**config.mk**
```make
export PLATFORM = sky130hd
export DESIGN_NAME = iedsel_ctrl
export DESIGN_NICKNAME = d
export VERILOG_FILES = /design/src/rtl/iedsel_pkg.sv /design/src/rtl/iedsel_req_latch.sv /design/src/rtl/iedsel_ctrl.sv
export SDC_FILE = /design/constraint.sdc
export NUM_CORES = 1
export LEC_CHECK = 0
export BUFFER_PORTS_ARGS = -buffer_cell sky130_fd_sc_hd__buf_4
export CORE_AREA = 2 2 82 84
export CTS_BUF_LIST = sky130_fd_sc_hd__clkbuf_4
export DETAILED_ROUTE_END_ITERATION = 6
export DIE_AREA = 0 0 84 86
export PLACE_DENSITY = 0.8
export RECOVER_POWER = 100
export SYNTH_ARGS = -nofsm -noshare
export SYNTH_HDL_FRONTEND = slang
export SYNTH_SLANG_ARGS = --single-unit
```
**constraint.sdc**
```tcl
create_clock -name sys_clk -period 2.3 [get_ports sys_clk]
set_clock_uncertainty 0.2 [all_clocks]
set_input_delay 0.345 -clock sys_clk [delete_from_list [all_inputs] [get_ports sys_clk]]
set_output_delay 0.345 -clock sys_clk [all_outputs]
set_load 0.02 [all_outputs]
```
**src/rtl/iedsel_pkg.sv**
```systemverilog
// Package: register map, channel layout and field positions for the block
package iedsel_pkg;
    localparam int          IEDSEL_CHANNELS      = 16;
    localparam int          IEDSEL_ADDR_W        = 16;
    localparam logic [15:0] IEDSEL_DMA_LO_ADDR   = 16'hffe8;
    localparam logic [15:0] IEDSEL_DMA_HI_ADDR   = 16'hffe9;
    localparam logic [15:0] IEDSEL_REQ_LO_ADDR   = 16'hffea;
    localparam logic [15:0] IEDSEL_REQ_HI_ADDR   = 16'hffeb;
    localparam logic [15:0] IEDSEL_EXT_TRIG_ADDR = 16'hffe7;
    localparam logic [15:0] IEDSEL_IEN_LO_ADDR   = 16'hfff6;
    localparam logic [15:0] IEDSEL_IEN_HI_ADDR   = 16'hfff7;
    localparam logic [7:0]  IEDSEL_RESET_BYTE    = 8'h00;
    localparam int          IEDSEL_EDGE_BIT      = 6;
    localparam int          IEDSEL_EXT0_CH       = 3;
    localparam int          IEDSEL_RX_CH         = 12;
    localparam int          IEDSEL_CH_IDX_W      = 5;
    localparam logic [7:0]  IEDSEL_EXT_TRIG_MASK = 8'h40;

    typedef enum logic [0:0] {
        IEDSEL_LEVEL = 1'b0,
        IEDSEL_EDGE  = 1'b1
    } iedsel_trig_t;
endpackage : iedsel_pkg

```
**src/rtl/iedsel_req_latch.sv**
```systemverilog
// One request latch with optional level bypass
`timescale 1ns/1ns
module iedsel_req_latch
    import iedsel_pkg::*;
(
    input  wire logic sys_clk,
    input  wire logic rst_n,
    input  wire logic set_req,
    input  wire logic clr_req,
    input  wire logic bypass,
    input  wire logic level_in,
    output logic      pending
);
    logic latch_q;

    // Set wins over clear
    always_ff @(posedge sys_clk or negedge rst_n) begin
        if (!rst_n) begin
            latch_q <= 1'b0;
        end else if (set_req) begin
            latch_q <= 1'b1;
        end else if (clr_req) begin
            latch_q <= 1'b0;
        end
    end

    assign pending = bypass ? level_in : latch_q;
endmodule : iedsel_req_latch

```
**src/rtl/iedsel_ctrl.sv**
```systemverilog
// Interrupt enable, request latches and DMA select for all channels
//
// Overview of operation
// - One enable bit per channel in two bytes; channel enabled only when 1.
// - Reset clears every interrupt enable bit.
// - One DMA select bit per channel; 1 routes requests to DMA service.
// - Reset clears every DMA select bit, giving software servicing.
// - Trigger bit 6 picks rising edge (1) or level (0) for external 0.
// - Level mode bypasses the latch; pending follows the request input.
// - Switching edge to level clears the latched external 0 request.
// - Switching level to edge leaves the request flag set.
// - Receive request cleared only by reset or receive buffer read.
// - Request latched on source request; cleared on reset or vector read.
// - Writing vector/8 to the clear location clears that channel.
// - Reading two status bytes returns pending states (external 0 pin in level mode), 1 is pending.
`timescale 1ns/1ns
module iedsel_ctrl
    import iedsel_pkg::*;
#(
    parameter int CHANNELS = IEDSEL_CHANNELS
)
(
    input  wire logic                     sys_clk,
    input  wire logic                     rst_n,
    input  wire logic [IEDSEL_ADDR_W-1:0] bus_addr,
    input  wire logic [7:0]               bus_wdata,
    input  wire logic                     bus_wr,
    input  wire logic                     bus_rd,
    output logic      [7:0]               bus_rdata,
    input  wire logic [CHANNELS-1:0]      src_req,
    input  wire logic                     ack_valid,
    input  wire logic [IEDSEL_CH_IDX_W-1:0] ack_channel,
    input  wire logic                     rx_buffer_read,
    output logic      [CHANNELS-1:0]      cpu_irq,
    output logic      [CHANNELS-1:0]      dma_route,
    output logic      [CHANNELS-1:0]      sw_route
);
    ////////////////////////////////////////////////////////////////////////
    logic [CHANNELS-1:0] irq_enable_q;
    logic [CHANNELS-1:0] dma_select_q;
    logic [7:0]          external_trigger_control_q;
    logic [CHANNELS-1:0] pending;
    logic [CHANNELS-1:0] set_vec;
    logic [CHANNELS-1:0] clr_vec;
    logic [CHANNELS-1:0] src_req_q;
    logic [7:0]          rdata_q;
    logic                edge_mode;
    logic                to_level;

    function automatic logic hit(input logic [IEDSEL_ADDR_W-1:0] a,
                                 input logic [IEDSEL_ADDR_W-1:0] ref_a);
        hit = (a == ref_a);
    endfunction : hit

    assign edge_mode = external_trigger_control_q[IEDSEL_EDGE_BIT];

    ////////////////////////////////////////////////////////////////////////
    // enable byte writes
    // software masks first; no hardware guard
    always_ff @(posedge sys_clk or negedge rst_n) begin
        if (!rst_n) begin
            irq_enable_q <= '0;
        end else if (bus_wr) begin
            if (hit(bus_addr, IEDSEL_IEN_LO_ADDR)) begin
                irq_enable_q[7:0] <= bus_wdata;
            end
            if (hit(bus_addr, IEDSEL_IEN_HI_ADDR)) begin
                irq_enable_q[CHANNELS-1:8] <= bus_wdata[CHANNELS-9:0];
            end
        end
    end

    always_ff @(posedge sys_clk or negedge rst_n) begin
        if (!rst_n) begin
            dma_select_q <= '0;
        end else if (bus_wr) begin
            if (hit(bus_addr, IEDSEL_DMA_LO_ADDR)) begin
                dma_select_q[7:0] <= bus_wdata;
            end
            if (hit(bus_addr, IEDSEL_DMA_HI_ADDR)) begin
                dma_select_q[CHANNELS-1:8] <= bus_wdata[CHANNELS-9:0];
            end
        end
    end

    always_ff @(posedge sys_clk or negedge rst_n) begin
        if (!rst_n) begin
            external_trigger_control_q <= IEDSEL_RESET_BYTE;
        end else if (bus_wr && hit(bus_addr, IEDSEL_EXT_TRIG_ADDR)) begin
            external_trigger_control_q <= bus_wdata & IEDSEL_EXT_TRIG_MASK;
        end
    end

    // Mode change edge to level
    assign to_level = bus_wr && hit(bus_addr, IEDSEL_EXT_TRIG_ADDR)
                      && edge_mode && !bus_wdata[IEDSEL_EDGE_BIT];

    always_ff @(posedge sys_clk or negedge rst_n) begin
        if (!rst_n) begin
            src_req_q <= '0;
        end else begin
            src_req_q <= src_req;
        end
    end

    ////////////////////////////////////////////////////////////////////////
    always_comb begin
        set_vec = '0;
        clr_vec = '0;
        for (int i = 0; i < CHANNELS; i++) begin
            set_vec[i] = src_req[i];
            if (ack_valid && ack_channel == IEDSEL_CH_IDX_W'(i)) begin
                clr_vec[i] = 1'b1;
            end
            if (bus_wr && hit(bus_addr, IEDSEL_REQ_LO_ADDR)
                && bus_wdata == 8'(i)) begin
                clr_vec[i] = 1'b1;
            end
        end
        // rising edge detect in edge mode
        set_vec[IEDSEL_EXT0_CH] = edge_mode && src_req[IEDSEL_EXT0_CH]
                                  && !src_req_q[IEDSEL_EXT0_CH];
        if (!edge_mode && src_req[IEDSEL_EXT0_CH]) begin
            set_vec[IEDSEL_EXT0_CH] = 1'b1;
        end
        // auto clear on edge to level
        if (to_level) begin
            clr_vec[IEDSEL_EXT0_CH] = 1'b1;
        end
        // receive cleared only by buffer read
        clr_vec[IEDSEL_RX_CH] = rx_buffer_read;
    end

    for (genvar g = 0; g < CHANNELS; g++) begin : g_latch
        iedsel_req_latch u_latch (
            .sys_clk  (sys_clk),
            .rst_n    (rst_n),
            .set_req  (set_vec[g]),
            .clr_req  (clr_vec[g]),
            .bypass   ((g == IEDSEL_EXT0_CH) && !edge_mode),
            .level_in (src_req[g]),
            .pending  (pending[g])
        );
    end

    ////////////////////////////////////////////////////////////////////////
    // masked requests held then forwarded
    assign cpu_irq   = pending & irq_enable_q;
    assign dma_route = cpu_irq & dma_select_q;
    assign sw_route  = cpu_irq & ~dma_select_q;

    always_ff @(posedge sys_clk or negedge rst_n) begin
        if (!rst_n) begin
            rdata_q <= IEDSEL_RESET_BYTE;
        end else if (bus_rd) begin
            case (bus_addr)
                IEDSEL_REQ_LO_ADDR:   rdata_q <= pending[7:0];
                IEDSEL_REQ_HI_ADDR:   rdata_q <= 8'(pending[CHANNELS-1:8]);
                IEDSEL_IEN_LO_ADDR:   rdata_q <= irq_enable_q[7:0];
                IEDSEL_IEN_HI_ADDR:   rdata_q <= 8'(irq_enable_q[CHANNELS-1:8]);
                IEDSEL_DMA_LO_ADDR:   rdata_q <= dma_select_q[7:0];
                IEDSEL_DMA_HI_ADDR:   rdata_q <= 8'(dma_select_q[CHANNELS-1:8]);
                IEDSEL_EXT_TRIG_ADDR: rdata_q <= external_trigger_control_q;
                default:              rdata_q <= IEDSEL_RESET_BYTE;
            endcase
        end else begin
            rdata_q <= IEDSEL_RESET_BYTE;
        end
    end

    assign bus_rdata = rdata_q;
endmodule : iedsel_ctrl

```
==> flow_metrics.env <==
export IMPL_dr_first_iter_drc_count=259
export IMPL_synth_fa_ha_area_frac=0
export IMPL_rsz0062_at_grt="false"
export IMPL_core_um2=6277
export IMPL_clock_path_buffers=2
export IMPL_cp_arrival_ps=1670
export IMPL_report_final_slew_viol_count=0
export IMPL_use_met1=0.3644
export IMPL_grt_util_all_layers=0.2881
export IMPL_finalSetupTns_ps=0
export IMPL_finalWeightedCongestion=0.8996
export IMPL_syn_area_um2=3201
export IMPL_chipHeight_um=86
export IMPL_post_cts_buffers=0
export IMPL_worstMarginPinSlew_ps=1435
export IMPL_cts_tree="done"
export IMPL_required_ps=1750
export IMPL_pre_cts_slack_ps=67.38
export IMPL_synth_seq_cells=58
export IMPL_hold_class="in2reg"
export IMPL_synth_top_family_by_area="simple AND/OR/NAND/NOR gates"
export IMPL_htreeDepth=3
export IMPL_clock_sinks=58
export IMPL_viasPerCell=6.094
export IMPL_grt_pass1_vias=3095
export IMPL_synth_cell_type_count=41
export IMPL_cts_buffers=9
export IMPL_synth_simple_area_share=0.2611
export IMPL_setup_viol=0
export IMPL_syn_num_nets=343
export IMPL_clk_latency_ps=410
export IMPL_period_needed_ps=2211
export IMPL_power_density_nw_per_um2=456.0
export IMPL_grt_pass1_wl_mm=15.93
export IMPL_synth_compound_area_share=0.08718
export IMPL_dr_total_vias=3169
export IMPL_grt_busiest_layer="met2"
export IMPL_layout_commonest_cell="buf_4"
export IMPL_syn_area_per_cell_um2=10.96
export IMPL_diodes=0
export IMPL_yosys_warnings=0
export IMPL_setup_ws_ps=88.94
export IMPL_placed_area_um2=4197
export IMPL_dp_hpwl_mm=7.198
export IMPL_synth_xor_area_frac=0
export IMPL_criticalPathCategory="reg2out"
export IMPL_routedWlPerCell_um=19.43
export IMPL_drive_above_1_share=0.3205
export IMPL_outcome="complete, no violations"
export IMPL_leakage_uw=0.001954
export IMPL_cts_hold_fix_buffers=18
export IMPL_dp_cells=485
export IMPL_crit_path_max_fanout=5
export IMPL_first_pass_iters=7
export IMPL_async_flop_share=1.000
export IMPL_rows=29
export IMPL_antenna_found_initial=0
export IMPL_routed_wl_mm=10.11
export IMPL_io_buffers=106
export IMPL_postCtsResizedCells=0
export IMPL_die_area_um2=7224
export IMPL_muxShareOfSynthArea=0.1790
export IMPL_nFillCells=514
export IMPL_postRouteAntennaNets=0
export IMPL_synth_edf_count=0
export IMPL_fmax_mhz=452.3
export IMPL_hold_viol_final=0
export IMPL_met3_usage=0.06833
export IMPL_final_util=0.6877
export IMPL_layout_common_cells="buf_4, dfrtp_1, clkbuf_1"
export IMPL_ir_worst_vdd_mv=0.4204
export IMPL_synth_flop_cell="dfrtp_1"
export IMPL_gr_total_overflow=0
export IMPL_io_pins=107
export IMPL_grt_max_degree=59
export IMPL_min_period_over_period=0.9613
export IMPL_synth_seq_area_share=0.4535
export IMPL_end_kind="primary output"
export IMPL_clock_root_buffer="clkbuf_4"
export IMPL_path_clk_slew_ps=100
export IMPL_start_util=0.5099
export IMPL_synth_cells=292
export IMPL_area_growth_pct=34.87
export IMPL_gr_usage_met2=0.4887
export IMPL_fin_nets=489
export IMPL_cap_violations=0
export IMPL_final_cells=520
export IMPL_die_width_um=84
export IMPL_fin_area_um2=4317
export IMPL_relSlewSlack=0.04310
export IMPL_cp_start_kind="flip-flop"
export IMPL_route_detailed_drc=0
[area by class of cell]
cell class	count	area [um2]	area share
tap	77	96.34	0.02232
timing repair buffer	145	935.9	0.2168
clock buffer	10	75.07	0.01739
multi-input combinational	220	1685	0.3904
sequential	58	1451	0.3362
inverter	4	15.01	0.003478
clock inverter	6	57.56	0.01333
[metrics by stage]
step           hold slack, ps  power (uW)
3_5_place_dp            245.1        1239
4_1_cts                 11.88        1969
2_1_floorplan          -150.6        1113
6_report                28.91        1969
3_3_place_gp            242.6        1235
5_1_grt                 2.779        2041
[power by group]
group          switching (uW)  total [uW]  internal, uW
Combinational             105         216           112
Clock                     386         722           336
Sequential               5.19        1030          1020
[state kept, by name, indices dropped and copies added, names as in the netlist]
| signal | flops |
|---|---|
| external_trigger_control_q | 1 |
| dma_select_q | 16 |
| irq_enable_q | 16 |
| src_req_q | 1 |
| g_latch.u_latch.latch_q | 16 |
| bus_rdata | 8 |
[layer usage]
| metal | vias to the layer above | routed length, um |
|---|---|---|
| met1 | 1555 | 3903 |
| met4 | 0 | 264 |
| met2 | 182 | 4982 |
| met5 | - | 0 |
| li1 | 1405 | - |
| met3 | 27 | 955 |
[kinds of logic after synthesis]
group	count (synthesis)
simple gates	136
buf+inv	14
compound gates	41
flops	58
mux	43
[critical path, stage by stage (launching register included)]
cell     delay (ps)
dfrtp_1         420
mux2_2          380
and2_0          180
nor2b_1         130
buf_4           150
[worst paths after layout]
kind                                                            from                                      end  slack, ps  cells past startpoint
max                        external_trigger_control_q[6]$_DFFE_PN0N_                              sw_route[3]         90                      4
min                                                     bus_wdata[0]              irq_enable_q[8]$_DFFE_PN0P_         30                      2
max reg2reg                external_trigger_control_q[6]$_DFFE_PN0N_                   bus_rdata[3]$_DFF_PN0_        320                      4
min reg2reg                              irq_enable_q[1]$_DFFE_PN0P_              irq_enable_q[1]$_DFFE_PN0P_        360                      1
max in group asynchronous                                      rst_n  g_latch[15].u_latch.latch_q$_DFFE_PN0P_        430                      2
min in group asynchronous                                      rst_n              dma_select_q[0]$_DFFE_PN0P_        610                      2
[synth_stat cells, drive strengths merged, types with 6 or more instances]
library cell  count  share of area
a31o              7          0.019
dfrtp            58           0.45
o21ai             9          0.014
nand3            13          0.020
nand2             9          0.011
a22oi             6          0.014
mux2             34           0.12
a21oi             8          0.013
nand4            11          0.022
and2             17          0.033
and3             18          0.035
nor2              9          0.011
o21bai            7          0.016
mux4              8          0.056
clkbuf            7         0.0082
nor4             11          0.025
nor2b            20          0.039
(Power assumes the default switching activity.)
